[config.mk]
export PLATFORM = sky130hd
export DESIGN_NAME = smshc_static_mem_ctl
export DESIGN_NICKNAME = d
export VERILOG_FILES = /design/src/common/smshc_pkg.sv /design/src/smshc_static_mem_ctl.sv
export SDC_FILE = /design/constraint.sdc
export NUM_CORES = 1
export LEC_CHECK = 0
export ABC_CLOCK_PERIOD_IN_PS = 7700
export BUFFER_PORTS_ARGS = -buffer_cell sky130_fd_sc_hd__clkbuf_2
export CAP_MARGIN = 20
export CORE_AREA = 2 2 184 186
export DETAILED_ROUTE_END_ITERATION = 8
export DIE_AREA = 0 0 186 188
export HOLD_SLACK_MARGIN = 0.15
export PLACE_DENSITY = 0.8
export SLEW_MARGIN = 30
export SYNTH_ARGS = -nofsm -noshare
export SYNTH_HDL_FRONTEND = slang
export SYNTH_SLANG_ARGS = --single-unit
[constraint.sdc]
create_clock -name clk -period 7.7 [get_ports clk]
set_clock_uncertainty 0.15 [all_clocks]
set_input_delay 0.77 -clock clk [delete_from_list [all_inputs] [get_ports clk]]
set_output_delay 0.77 -clock clk [all_outputs]
set_load 0.005 [all_outputs]
[src/common/smshc_pkg.sv]
// Purpose: Shared constants and types for the static memory timing block
// Assumes: One clock, AHB-Lite register access, 16-bit external data path
// Notes: Half-clock timing is carried as halves of a clock period
package smshc_pkg;

    localparam int NUM_CS = 8;
    localparam logic [31:0] CFG_RESET = 32'h0000_2000;
    localparam logic [31:0] CFG_WRITE_MASK = 32'h7703_FFFF;
    localparam logic [7:0] CFG_OFFSET [NUM_CS] = '{8'h00, 8'h04, 8'h08, 8'h0C,
                                                  8'h10, 8'h14, 8'h18, 8'h1C};
    localparam int ADDR_DECODE_MSB = 11;

    // Field positions in a chip select configuration word
    localparam int WAIT_CNT_LSB = 0;
    localparam int WAIT_CNT_W = 7;
    localparam int WAIT_EN_BIT = 7;
    localparam int FLOAT_LSB = 8;
    localparam int FLOAT_W = 4;
    localparam int BYTE_TYPE_BIT = 12;
    localparam int WIDTH_LSB = 13;
    localparam int READ_PROT_BIT = 15;
    localparam int CS_SETUP_LSB = 16;
    localparam int SETUP_LSB = 24;
    localparam int HOLD_LSB = 28;

    localparam logic [1:0] WIDTH_16 = 2'h1;
    localparam logic [1:0] WIDTH_8 = 2'h2;

    // External address layout: region select sits above the device address
    localparam int MEM_ADDR_W = 24;
    localparam int REGION_LSB = 24;
    localparam int REQ_ADDR_W = 27;

    localparam logic [1:0] HTRANS_NONSEQ = 2'h2;
    localparam logic [1:0] HTRANS_SEQ = 2'h3;

    // Gap lengths between accesses in whole clocks
    localparam logic [4:0] CS_CHANGE_WAIT = 5'h01;
    localparam logic [4:0] EARLY_READ_WAIT = 5'h01;

    typedef enum logic [2:0] {
        ST_IDLE = 3'b001,
        ST_GAP = 3'b010,
        ST_ACCESS = 3'b100
    } smshc_state_t;

    typedef struct packed {
        logic valid;
        logic write;
        logic [REQ_ADDR_W-1:0] addr;
        logic [15:0] wdata;
    } smshc_memreq_t;

    typedef struct packed {
        logic valid;
        logic [15:0] rdata;
    } smshc_memrsp_t;

    typedef struct packed {
        logic [NUM_CS-1:0] chipSelectN;
        logic [1:0] readStrobeN;
        logic [1:0] writeStrobeN;
        logic [MEM_ADDR_W-1:0] addr;
        logic [15:0] dataOut;
        logic dataOe;
        logic busWidth16;
        logic byteSelect;
    } smshc_pins_t;

endpackage

[src/smshc_static_mem_ctl.sv]
// Purpose: Static memory access sequencer with programmable setup, pulse and hold
// Assumes: Requests arrive synchronous to clk; memory data input is synchronous
// Notes: Each strobe bit pair gives the first and second half of a clock period
//
// Chosen here: the AHB-Lite interface to the registers.
`timescale 1ns/10ps

// Summary of operation
// - Early read protocol ignores programmed strobe setup and hold lengths.
// - Changing to a bank with setup cycles skips the chip-select-change wait.
// - Float count at least setup count: setup cycles are dropped.
// - Setup count above float count: float cycles are dropped.
// - Read setup 1.5-7.5, hold 0-7, pulse 1.5-128.5 clocks.
// - Write setup 1.5-7.5, hold 0.5-7, pulse 1-128 clocks.
// - Nonzero chip select setup field selects display mode with shortened chip select.
// - Field value 0 is full chip select; 1-3 shorten both ends that much.
// - Display mode captures read data when chip select rises.
// - Eight configuration registers, each resetting to 0x00002000.
// - Seven-bit wait count sets write strobe pulse from 1 to 128 clocks.
// - Wait count reads as zero while waits are disabled.
// - Wait enable bit turns programmed standard waits off or on.
// - Bus stays occupied for the data float time after a read.
// - Bus width field picks 16 or 8 bits; byte type matters at 16.
// - Read protocol bit picks standard at 0, early at 1.
// - Setup n gives n plus half clocks; hold 0 gives write half clock.
module smshc_static_mem_ctl
    import smshc_pkg::*;
(
    input wire logic clk, // 10 MHz clock
    input wire logic rstn, // Synchronous reset, active low
    input wire logic hsel, // Slave select
    input wire logic [31:0] haddr, // Byte address
    input wire logic [1:0] htrans, // Transfer type
    input wire logic hwrite, // Write when high
    input wire logic [2:0] hsize, // Transfer size
    input wire logic [31:0] hwdata, // Write data
    input wire logic hready, // Bus ready in
    output logic hreadyout, // Slave ready out
    output logic hresp, // Always OKAY
    output logic [31:0] hrdata, // Read data
    input wire smshc_pkg::smshc_memreq_t memReq, // External access request
    output logic memReqReady, // Request taken when high with valid
    output smshc_pkg::smshc_memrsp_t memRsp, // Access completion
    output smshc_pkg::smshc_pins_t memPins, // External memory pins
    input wire logic [15:0] memDataIn // Data from external memory
);
    import smshc_pkg::*;

    logic [31:0] cfg [NUM_CS];
    logic [31:0] cfgRead [NUM_CS];
    logic dataPhaseWrite;
    logic [2:0] dataPhaseIndex;

    smshc_state_t state;
    logic [2:0] curCs;
    logic curWrite;
    logic [9:0] setupH;
    logic [9:0] pulseH;
    logic [9:0] totalC;
    logic [9:0] captureC;
    logic [1:0] curCsSetup;
    logic [9:0] cyc;
    logic [4:0] gapCnt;
    logic [3:0] floatCnt;
    logic [2:0] lastCs;
    logic lastValid;
    logic lastWrite;

    // Address phase decode
    logic addrValid;
    logic addrMapped;
    logic [2:0] addrIndex;

    always_comb begin
        addrMapped = 1'b0;
        addrIndex = 3'h0;
        for (int i = 0; i < NUM_CS; i++) begin
            if (haddr[7:0] == CFG_OFFSET[i] && haddr[ADDR_DECODE_MSB:8] == '0) begin
                addrMapped = 1'b1;
                addrIndex = 3'(i);
            end
        end
    end

    assign addrValid = hsel && hready && (htrans == HTRANS_NONSEQ || htrans == HTRANS_SEQ);
    assign hreadyout = 1'b1;
    assign hresp = 1'b0;

    always_comb begin
        for (int i = 0; i < NUM_CS; i++) begin
            cfgRead[i] = cfg[i];
            if (!cfg[i][WAIT_EN_BIT]) begin
                cfgRead[i][WAIT_CNT_LSB +: WAIT_CNT_W] = '0;
            end
        end
    end

    always_ff @(posedge clk) begin
        if (!rstn) begin
            dataPhaseWrite <= 1'b0;
            dataPhaseIndex <= 3'h0;
            hrdata <= 32'h0000_0000;
        end else begin
            dataPhaseWrite <= addrValid && addrMapped && hwrite;
            dataPhaseIndex <= addrIndex;
            if (addrValid && !hwrite) begin
                hrdata <= addrMapped ? cfgRead[addrIndex] : 32'h0000_0000;
            end
        end
    end

    always_ff @(posedge clk) begin
        if (!rstn) begin
            for (int i = 0; i < NUM_CS; i++) begin
                cfg[i] <= CFG_RESET;
            end
        end else if (dataPhaseWrite) begin
            cfg[dataPhaseIndex] <= hwdata & CFG_WRITE_MASK;
        end
    end

    // Timing of the requested access
    logic [2:0] reqCs;
    logic [31:0] reqCfg;
    logic reqEarly;
    logic reqWaits;
    logic [6:0] reqWaitCnt;
    logic [2:0] reqSetup;
    logic [2:0] reqHold;
    logic [9:0] reqSetupH;
    logic [9:0] reqPulseH;
    logic [9:0] reqHoldH;
    logic [9:0] reqTotalH;
    logic [1:0] reqCsSetup;
    logic reqDiff;
    logic floatNeeded;
    logic dropSetup;
    logic [4:0] reqGap;

    assign reqCs = memReq.addr[REGION_LSB +: 3];
    assign reqCfg = cfg[reqCs];
    assign reqEarly = reqCfg[READ_PROT_BIT] && !memReq.write;
    assign reqWaits = reqCfg[WAIT_EN_BIT];
    assign reqWaitCnt = reqCfg[WAIT_CNT_LSB +: WAIT_CNT_W];
    assign reqSetup = reqCfg[READ_PROT_BIT] ? 3'h0 : reqCfg[SETUP_LSB +: 3];
    assign reqHold = reqCfg[READ_PROT_BIT] ? 3'h0 : reqCfg[HOLD_LSB +: 3];
    assign reqCsSetup = reqCfg[CS_SETUP_LSB +: 2];
    assign reqDiff = lastValid && (reqCs != lastCs);

    assign floatNeeded = (floatCnt != 4'h0) && (reqDiff || memReq.write);
    assign dropSetup = floatNeeded && (reqSetup != 3'h0) && ({1'b0, floatCnt} >= {2'b00, reqSetup});

    always_comb begin
        if (reqSetup != 3'h0 && !dropSetup) begin
            reqSetupH = 10'({reqSetup, 1'b1});
        end else if (reqEarly) begin
            reqSetupH = 10'h000;
        end else begin
            reqSetupH = 10'h001;
        end
        if (!reqWaits) begin
            reqPulseH = reqEarly ? 10'h002 : 10'h001;
        end else if (memReq.write) begin
            reqPulseH = 10'({reqWaitCnt, 1'b0}) + 10'h002;
        end else begin
            reqPulseH = 10'({reqWaitCnt, 1'b0}) + (reqEarly ? 10'h004 : 10'h003);
        end
        if (memReq.write && reqHold == 3'h0) begin
            reqHoldH = 10'h001;
        end else begin
            reqHoldH = 10'({reqHold, 1'b0});
        end
        reqTotalH = reqSetupH + reqPulseH + reqHoldH;
    end

    always_comb begin
        reqGap = 5'h00;
        if (floatNeeded && !(reqSetup != 3'h0 && !dropSetup)) begin
            reqGap = {1'b0, floatCnt};
        end else if (reqDiff && reqSetup == 3'h0 && !floatNeeded) begin
            reqGap = CS_CHANGE_WAIT;
        end
        if (lastValid && lastWrite && reqEarly) begin
            reqGap = reqGap + EARLY_READ_WAIT;
        end
    end

    assign memReqReady = (state == ST_IDLE);

    // Sequencer
    logic accessLast;
    assign accessLast = (state == ST_ACCESS) && (cyc == totalC - 10'h001);

    always_ff @(posedge clk) begin
        if (!rstn) begin
            state <= ST_IDLE;
            cyc <= 10'h000;
            gapCnt <= 5'h00;
        end else begin
            case (state)
                ST_IDLE: begin
                    cyc <= 10'h000;
                    if (memReq.valid) begin
                        gapCnt <= reqGap;
                        state <= (reqGap != 5'h00) ? ST_GAP : ST_ACCESS;
                    end
                end
                ST_GAP: begin
                    gapCnt <= gapCnt - 5'h01;
                    if (gapCnt == 5'h01) begin
                        state <= ST_ACCESS;
                    end
                end
                ST_ACCESS: begin
                    cyc <= cyc + 10'h001;
                    if (accessLast) begin
                        state <= ST_IDLE;
                    end
                end
                default: begin
                    state <= ST_IDLE;
                end
            endcase
        end
    end

    // Access parameters latched at acceptance
    logic [MEM_ADDR_W-1:0] pinAddr;
    logic [15:0] pinDataOut;
    logic pinWidth16;
    logic pinByteSelect;
    logic [NUM_CS-1:0] pinCsN;
    logic [1:0] pinReadN;
    logic [1:0] pinWriteN;
    logic pinOe;

    always_ff @(posedge clk) begin
        if (!rstn) begin
            curCs <= 3'h0;
            curWrite <= 1'b0;
            setupH <= 10'h000;
            pulseH <= 10'h000;
            totalC <= 10'h001;
            captureC <= 10'h000;
            curCsSetup <= 2'h0;
            pinAddr <= '0;
            pinDataOut <= 16'h0000;
            pinWidth16 <= 1'b1;
            pinByteSelect <= 1'b0;
        end else if (state == ST_IDLE && memReq.valid) begin
            curCs <= reqCs;
            curWrite <= memReq.write;
            setupH <= reqSetupH;
            pulseH <= reqPulseH;
            totalC <= (reqTotalH + 10'h001) >> 1;
            curCsSetup <= reqCsSetup;
            if (reqCsSetup != 2'h0) begin
                captureC <= ((reqTotalH + 10'h001) >> 1) - 10'h001 - 10'({8'h00, reqCsSetup});
            end else begin
                captureC <= (reqSetupH + reqPulseH - 10'h001) >> 1;
            end
            pinAddr <= memReq.addr[MEM_ADDR_W-1:0];
            pinDataOut <= memReq.wdata;
            pinWidth16 <= (reqCfg[WIDTH_LSB +: 2] == WIDTH_16);
            pinByteSelect <= (reqCfg[WIDTH_LSB +: 2] == WIDTH_16) && reqCfg[BYTE_TYPE_BIT];
        end
    end

    // Strobe halves of the current cycle
    logic [9:0] halfA;
    logic [9:0] halfB;
    logic strobeA;
    logic strobeB;
    logic csOn;

    assign halfA = {cyc[8:0], 1'b0};
    assign halfB = {cyc[8:0], 1'b1};
    assign strobeA = (halfA >= setupH) && (halfA < setupH + pulseH);
    assign strobeB = (halfB >= setupH) && (halfB < setupH + pulseH);
    assign csOn = (state == ST_ACCESS) && (cyc >= 10'({8'h00, curCsSetup}))
                  && (cyc + 10'({8'h00, curCsSetup}) < totalC);

    always_comb begin
        pinCsN = {NUM_CS{1'b1}};
        pinReadN = 2'h3;
        pinWriteN = 2'h3;
        pinOe = 1'b0;
        if (csOn) begin
            pinCsN[curCs] = 1'b0;
        end
        if (state == ST_ACCESS) begin
            pinOe = curWrite;
            if (curWrite) begin
                pinWriteN = {~strobeA, ~strobeB};
            end else begin
                pinReadN = {~strobeA, ~strobeB};
            end
        end
    end

    // One driver for the whole pin bundle
    assign memPins = '{chipSelectN: pinCsN, readStrobeN: pinReadN, writeStrobeN: pinWriteN,
                       addr: pinAddr, dataOut: pinDataOut, dataOe: pinOe,
                       busWidth16: pinWidth16, byteSelect: pinByteSelect};

    always_ff @(posedge clk) begin
        if (!rstn) begin
            memRsp <= '0;
        end else begin
            memRsp.valid <= accessLast;
            if (state == ST_ACCESS && !curWrite && cyc == captureC) begin
                memRsp.rdata <= memDataIn;
            end
        end
    end

    always_ff @(posedge clk) begin
        if (!rstn) begin
            floatCnt <= 4'h0;
            lastCs <= 3'h0;
            lastValid <= 1'b0;
            lastWrite <= 1'b0;
        end else if (accessLast) begin
            floatCnt <= curWrite ? 4'h0 : cfg[curCs][FLOAT_LSB +: FLOAT_W];
            lastCs <= curCs;
            lastValid <= 1'b1;
            lastWrite <= curWrite;
        end else if (floatCnt != 4'h0) begin
            floatCnt <= floatCnt - 4'h1;
        end
    end
endmodule

After elaboration in Yosys (flattened, before gate mapping) --
Memories as Yosys holds them, arrays and structs flattened. A register that Yosys moved wholly into a read port is not among the register bits. Index checks and enable logic that the tools add are counted.
Storage, ports and cells: logic and storage cells 198, flip-flop bits (word level) 167, input port bits 135, memory bits (writable) 192, memories kept 1, output and inout port bits 107
Memories:
- cfg | depth 8, bits a word 24, rd ports 10, clocked after memory_dff 1, wr ports 8, RTL line smshc_static_mem_ctl.sv:49 | logic [31:0] cfg [NUM_CS];
Cells by class: add/subtract/negate cells 15, mux-type cells 68, bitwise gates (word level) 4, reductions and logical operators 57, $lt $le $gt $ge 10, eq/ne operators 20
Operators by type and width (number):
- $bmux 32 s3 | 1
- $mux 32 | 3
- $mux 7 | 8
- $mux 3 | 15
- $logic_and 1x1->1 | 35
- $eq 8x5->1 const B | 4
- $add 10x10->10 | 3
- $mux 24 | 1
- $mux 4 | 6
- $reduce_or 24->1 | 1
- $add 10x1->10 const B | 2
- $eq 10x10->1 | 2
- $ge 10x10->1 | 2
- $lt 10x10->1 | 2
- $pmux 10 s2 | 1
- $sub 9x1->10 const B | 2
- $mux 1 | 18
- $mux 9 | 2
- $eq 8x4->1 const B | 2
- $mux 2 | 6
- $add 10x2->10 | 1
- $ge 10x2->1 | 1
- $lt 10x9->1 | 1
- $mux 10 | 1
- 39 further kinds | 54

Depth between registers and ports, before layout --
depth after elaboration 17, mapped depth 27, mapped depth without buffers 23

Least setup slack after synthesis --
OpenSTA, ideal clock, no wires.
path kind input to register, start point input port memReq[42] (netlist bit), end point register captureC[5], buffers on the path 4, library setup time 0.122 ns, setup slack 1.263 ns, cell stages on the path 26, required time 7.428 ns, arrival 6.165 ns, path through buf_2 buf_2 buf_1 mux2i_1 nor2_1 ha_1 nand2b_1 a21o_1 a211o_1 a21o_1 nor2_1 inv_1 fa_1 xor2_1 inv_1 ha_1 xnor2_1 inv_1 ha_1 a21oi_1 and2_1 buf_2 a31oi_1 or3_1 and3_1 a311o_1
On the way: cells in the longest elaborated chain, start to end 15, elaborated cells between the ends (all ways) 33, classes of those cells add/sub (8); order compare (1); eq/ne (1); mux (10); reduce/logical (12); memory (1)
Ends and longest elaborated chain:
- start: declaration | RTL line smshc_static_mem_ctl.sv:41 | input wire smshc_pkg::smshc_memreq_t memReq,
- parallel branches: the longest is 8 deep, another holds $mem_v2 8x24
- $mux 4 * | RTL line smshc_static_mem_ctl.sv:154 | if (reqSetup != 3'h0 && !dropSetup) begin
- via reqSetupH[1] | RTL line smshc_static_mem_ctl.sv:130 | logic [9:0] reqSetupH;
- $add 10x10->10 * | RTL line smshc_static_mem_ctl.sv:173, smshc_static_mem_ctl.sv:260
- $add 10x10->10 | RTL line smshc_static_mem_ctl.sv:173 | reqTotalH = reqSetupH + reqPulseH + reqHoldH;
- $add 10x1->10 | RTL line smshc_static_mem_ctl.sv:258 | captureC <= ((reqTotalH + 10'h001) >> 1) - 10'h001 - 10'({8'h00, reqCsSetup});
- $sub 9x1->10 | RTL line smshc_static_mem_ctl.sv:258
- $sub 10x2->10 | RTL line smshc_static_mem_ctl.sv:258
- $mux 10 * | RTL line smshc_static_mem_ctl.sv:257 | if (reqCsSetup != 2'h0) begin
- end signal: assignment | RTL line smshc_static_mem_ctl.sv:258
- end signal: assignment | RTL line smshc_static_mem_ctl.sv:260 | captureC <= (reqSetupH + reqPulseH - 10'h001) >> 1;
- end: declaration | RTL line smshc_static_mem_ctl.sv:60 | logic [9:0] captureC;
Mark *: on every way through the listed nets, which the timed path passes. A chain may end at the register's enable or synchronous reset.

Final worst setup path --
start point input port memReq[40] (netlist bit), end point register captureC[5]
Same word-level chain as after synthesis.

==> metrics.txt <==
# TYPE chip_impl_metric gauge
chip_impl_metric{name="ioPinCount",unit=""} 242
chip_impl_info{name="critical_path_source_type",value="input port"} 1
chip_impl_metric{name="fp.dieArea",unit="mm2"} 0.0350
chip_impl_metric{name="ff2ff_path_depth",unit=""} 23
chip_impl_metric{name="cp_max_fo",unit=""} 16
chip_impl_metric{name="finalMaxSlewViolations",unit=""} 0
chip_impl_metric{name="synth_edf_count",unit=""} 192
chip_impl_metric{name="final_min_period_over_clock_period",unit=""} 0.891
chip_impl_info{name="hold_crit_class",value="input port to flop"} 1
chip_impl_metric{name="grt_pass1_vias",unit=""} 15300
chip_impl_metric{name="cts.htree.levels",unit=""} 2
chip_impl_info{name="worst-setup-path-type",value="input port to flop"} 1
chip_impl_info{name="status",value="complete, no violations"} 1
chip_impl_metric{name="die_width",unit="um"} 186
chip_impl_metric{name="routability_congestion_estimate_from_global_placement",unit=""} 0.900
chip_impl_metric{name="path_clk_slew",unit="ps"} 60
chip_impl_metric{name="power_switching_share",unit=""} 0.304
chip_impl_metric{name="cts_sinks",unit=""} 347
chip_impl_metric{name="total_vias_in_the_final_route",unit=""} 15700
chip_impl_info{name="cts_root_buffer",value="sky130_fd_sc_hd__clkbuf_16"} 1
chip_impl_metric{name="ant_nets",unit=""} 0
chip_impl_metric{name="cts.repair_timing.setup_buffer_count",unit=""} 0
chip_impl_metric{name="post_synth_instance_area",unit="mm2"} 0.0192
chip_impl_metric{name="cts_buffer_depth",unit=""} 3
chip_impl_metric{name="power-per-cell-area",unit="mW/mm2"} 234
chip_impl_metric{name="totalWireLength",unit="um"} 53000
chip_impl_metric{name="layout-area-overhead-vs-synth",unit="%"} 12.8
chip_impl_metric{name="leakagePower",unit="nW"} 8.69
chip_impl_metric{name="global_route_usage_over_all_layers",unit=""} 0.298
chip_impl_metric{name="hold_ws",unit="ps"} 295
chip_impl_metric{name="cts-buffers-inserted",unit=""} 37
chip_impl_info{name="synth.area.top_cells",value="sky130_fd_sc_hd__edfxtp_1 (30%), sky130_fd_sc_hd__dfxtp_1 (16%), sky130_fd_sc_hd__and2_1 (6.4%)"} 1
chip_impl_metric{name="initial_utilization",unit=""} 0.579
chip_impl_info{name="synthMostInstantiatedCell",value="sky130_fd_sc_hd__nand2_1"} 1
chip_impl_info{name="synth_largest_area_cell",value="sky130_fd_sc_hd__edfxtp_1"} 1
chip_impl_metric{name="clkLatencyLatePin",unit="ps"} 550
chip_impl_metric{name="dpl-instance-area",unit="mm2"} 0.0204
chip_impl_info{name="worst_setup_sp",value="memReq[40]"} 1
chip_impl_info{name="critical_path.reg2reg.startpoint",value="cfg[5][15]"} 1
chip_impl_metric{name="first_pass_iters",unit=""} 6
chip_impl_metric{name="max-cap-violations",unit=""} 0
chip_impl_metric{name="crit_path_max_incr_delay",unit="ps"} 660
chip_impl_metric{name="numPlacedInstances",unit=""} 2500
chip_impl_metric{name="grt_first_pass_wirelength",unit="um"} 81200
chip_impl_metric{name="ys_ff_latch",unit=""} 347
chip_impl_metric{name="layout-drive-gt1-share",unit=""} 0.179
chip_impl_metric{name="final_report_hold_violation_count",unit=""} 0
chip_impl_metric{name="postSynth.asyncResetShare",unit=""} 0
chip_impl_metric{name="power.switching",unit="mW"} 1.54
chip_impl_metric{name="wp_data_required",unit="ps"} 7960
chip_impl_metric{name="peakVddDrop",unit="mV"} 0.172
chip_impl_metric{name="register_area",unit="mm2"} 0.00887
chip_impl_metric{name="yosysSeqAreaShare",unit=""} 0.463
chip_impl_metric{name="hold-path-cell-count",unit=""} 3
chip_impl_metric{name="syn-instance-count",unit=""} 1961
chip_impl_metric{name="floorplan.rows",unit=""} 67
chip_impl_metric{name="final_period_minus_worst_setup_slack",unit="ps"} 6860
chip_impl_info{name="crit_path_top_delay_cell",value="sky130_fd_sc_hd__mux4_1"} 1
chip_impl_metric{name="post-synth-top-area-fraction",unit=""} 0.301
chip_impl_metric{name="nNetsFinal",unit=""} 2284
chip_impl_metric{name="count_of_final_setup_violators",unit=""} 0
chip_impl_metric{name="worst_slew_pin_slew",unit="ps"} 962
chip_impl_metric{name="num-fill-cells",unit=""} 2536
chip_impl_metric{name="power_report.internal_total",unit="mW"} 3.52
chip_impl_metric{name="grt_start_max_net_pins",unit=""} 84
chip_impl_metric{name="cts_hold_repair.buffers",unit=""} 0
chip_impl_metric{name="syn_area_per_cell",unit="um2"} 9.77
chip_impl_metric{name="numPortBuffers",unit=""} 199
chip_impl_metric{name="power.sequential.fraction",unit=""} 0.431
chip_impl_metric{name="multiInputGateArea",unit="mm2"} 0.00960
chip_impl_metric{name="worst_ep_arrival_time",unit="ps"} 7130
chip_impl_metric{name="final_cell_count_no_fill",unit=""} 2570
chip_impl_metric{name="power.combinational.fraction",unit=""} 0.218
chip_impl_metric{name="floorplan.die.height",unit="um"} 188
chip_impl_info{name="min_from",value="memReq[6]"} 1
chip_impl_info{name="timing.critical_path.to_type",value="flop"} 1
chip_impl_metric{name="global_route.overflow_total",unit=""} 0
chip_impl_metric{name="drt-wirelength-per-cell",unit="um"} 20.6
chip_impl_metric{name="maxSlewHeadroom",unit=""} 0.358
chip_impl_info{name="tritoncts",value="built"} 1
chip_impl_metric{name="place_hpwl",unit="um"} 35200
chip_impl_metric{name="final.setup.tns",unit="ps"} 0
chip_impl_metric{name="design.core.area",unit="mm2"} 0.0331
chip_impl_info{name="synth.cells.most_frequent",value="sky130_fd_sc_hd__nand2_1 (301), sky130_fd_sc_hd__and2_1 (197), sky130_fd_sc_hd__edfxtp_1 (192), sky130_fd_sc_hd__dfxtp_1 (155), sky130_fd_sc_hd__nor2_1 (139)"} 1
chip_impl_metric{name="grt_antenna_before_repair",unit=""} 3
chip_impl_metric{name="design_area",unit="mm2"} 0.0216
chip_impl_info{name="setup_repair_after_global_routing_missed_its_margin",value="no"} 1
chip_impl_metric{name="post_cts_resize_count",unit=""} 0
chip_impl_info{name="ys.flop_type",value="sky130_fd_sc_hd__edfxtp_1"} 1
chip_impl_metric{name="yosys_warnings",unit=""} 0
chip_impl_metric{name="remaining_drc_errors",unit=""} 0
chip_impl_metric{name="total_power",unit="mW"} 5.06
chip_impl_metric{name="vias_per_cell",unit=""} 6.12
chip_impl_metric{name="drtIter0Drc",unit=""} 1590
chip_impl_metric{name="timing_limited_maximum_frequency",unit="GHz"} 0.146
chip_impl_info{name="cp_cell_sequence",value="clkbuf_2 > mux4_1 > mux2_2 > nor2_1 > ha_1 > nand2b_1 > a21o_1 > a211o_1 > a21o_1 > nor2_1 > inv_1 > fa_1 > xor2_1 > inv_1 > ha_1 > xnor2_1 > inv_1 > ha_1 > a21oi_1 > and2_1 > a31oi_1 > or3_1 > and3_1 > a311o_1"} 1
chip_impl_metric{name="clock_power_share",unit=""} 0.351
chip_impl_metric{name="synthDistinctLibCells",unit=""} 79
==> power groups by stage <==
stage | registers [mW] | clock network (mW) | logic (mW)
after floorplan | 2.18 | 0 | 0.799
after global placement | 2.21 | 0 | 1.04
after detailed placement | 2.22 | 0 | 1.08
after CTS | 2.18 | 1.79 | 1.09
after global routing | 2.20 | 1.87 | 1.20
final | 2.18 | 1.78 | 1.10
==> worst paths after layout <==
kind | slack (ps) | endpoint
setup / recovery | 840 | captureC[5]
hold / removal | 290 | pinDataOut[6]
hold reg to reg | 300 | pinDataOut[7]
setup reg to reg | 1260 | captureC[5]
==> layout by cell type, fill, tap and decap left out, drive strengths merged, types with 5 or more instances in the layout <==
cell type,netlist,routed
a211o,5,5
a211oi,17,17
a21o,15,15
a21oi,104,104
a22oi,5,5
a2bb2oi,18,18
a311oi,45,45
a31oi,24,24
and2,197,197
and3,41,41
buf,36,29
clkbuf,109,246
clkinv,0,16
conb,2,10
dfxtp,155,155
edfxtp,192,192
fa,6,6
ha,52,52
inv,47,50
mux2,6,6
mux2i,50,50
mux4,43,43
nand2,301,301
nand2b,12,12
nand3,86,86
nand4,15,15
nor2,140,140
nor2b,7,7
nor3,33,33
nor3b,5,5
nor4,6,6
o211ai,7,7
o21a,10,10
o21ai,33,33
o21bai,9,9
or2,8,8
or3,13,13
or3b,5,5
xnor2,40,40
xor2,23,23
==> flip-flops by register name (all words and copies together), names as in the netlist, 5 cells and up, named ones only <==
| signal | flops |
|---|---|
| cyc | 10 |
| totalC | 9 |
| captureC | 10 |
| cfg | 192 |
| pulseH | 9 |
| gapCnt | 5 |
| pinDataOut | 16 |
| pinAddr | 24 |
| memRsp | 17 |
| hrdata | 24 |
==> cell type report <==
cell class | count | area share
multi-input combinational | 1430 | 0.444
sequential | 347 | 0.410
timing repair buffer | 228 | 0.0561
clock buffer | 47 | 0.0469
tap | 448 | 0.0259
clock inverter | 21 | 0.00862
inverter | 47 | 0.00827
antenna | 2 | 0.000231
==> layer usage <==
metal | vias to the layer above | global-route usage | share of wire
met5 | - | 0 | 0.00030
met4 | 2 | 0.150 | 0.043
met3 | 167 | 0.0530 | 0.085
met2 | 815 | 0.504 | 0.49
met1 | 7515 | 0.366 | 0.38
li1 | 7239 | - | -
==> worst max-delay path: cells and delay by family <==
kind                       cells  cell delay [ps]
and+or+nand+nor                6             1370
adders and majority gates      4             1350
AOI/OAI and AO/OA              6             1180
muxes                          2             1000
buffers and inverters          4              780
xor gates and xnor gates       2              660
==> through the flow <==
step                      worst slack [ps]   util
after floorplan                       1260      -
after global placement                 598  0.616
after detailed placement               431  0.617
after CTS                              936  0.653
after global routing                   594  0.653
final                                  839  0.653
==> kinds of logic (layout without fill, tap and decap cells) <==
logic type	after synthesis	after routing	share of synthesized area
other	2	12	0.000392
adder cells (fa/ha/maj)	58	58	0.0402
AO/OA/AOI/OAI	320	320	0.113
XOR/XNOR	63	63	0.0300
flip-flops	347	347	0.463
AND/OR/NAND/NOR	880	880	0.226
buffers and inverters	192	343	0.0424
multiplexers	99	99	0.0846
No activity file was read; power rests on OpenSTA's default activity.
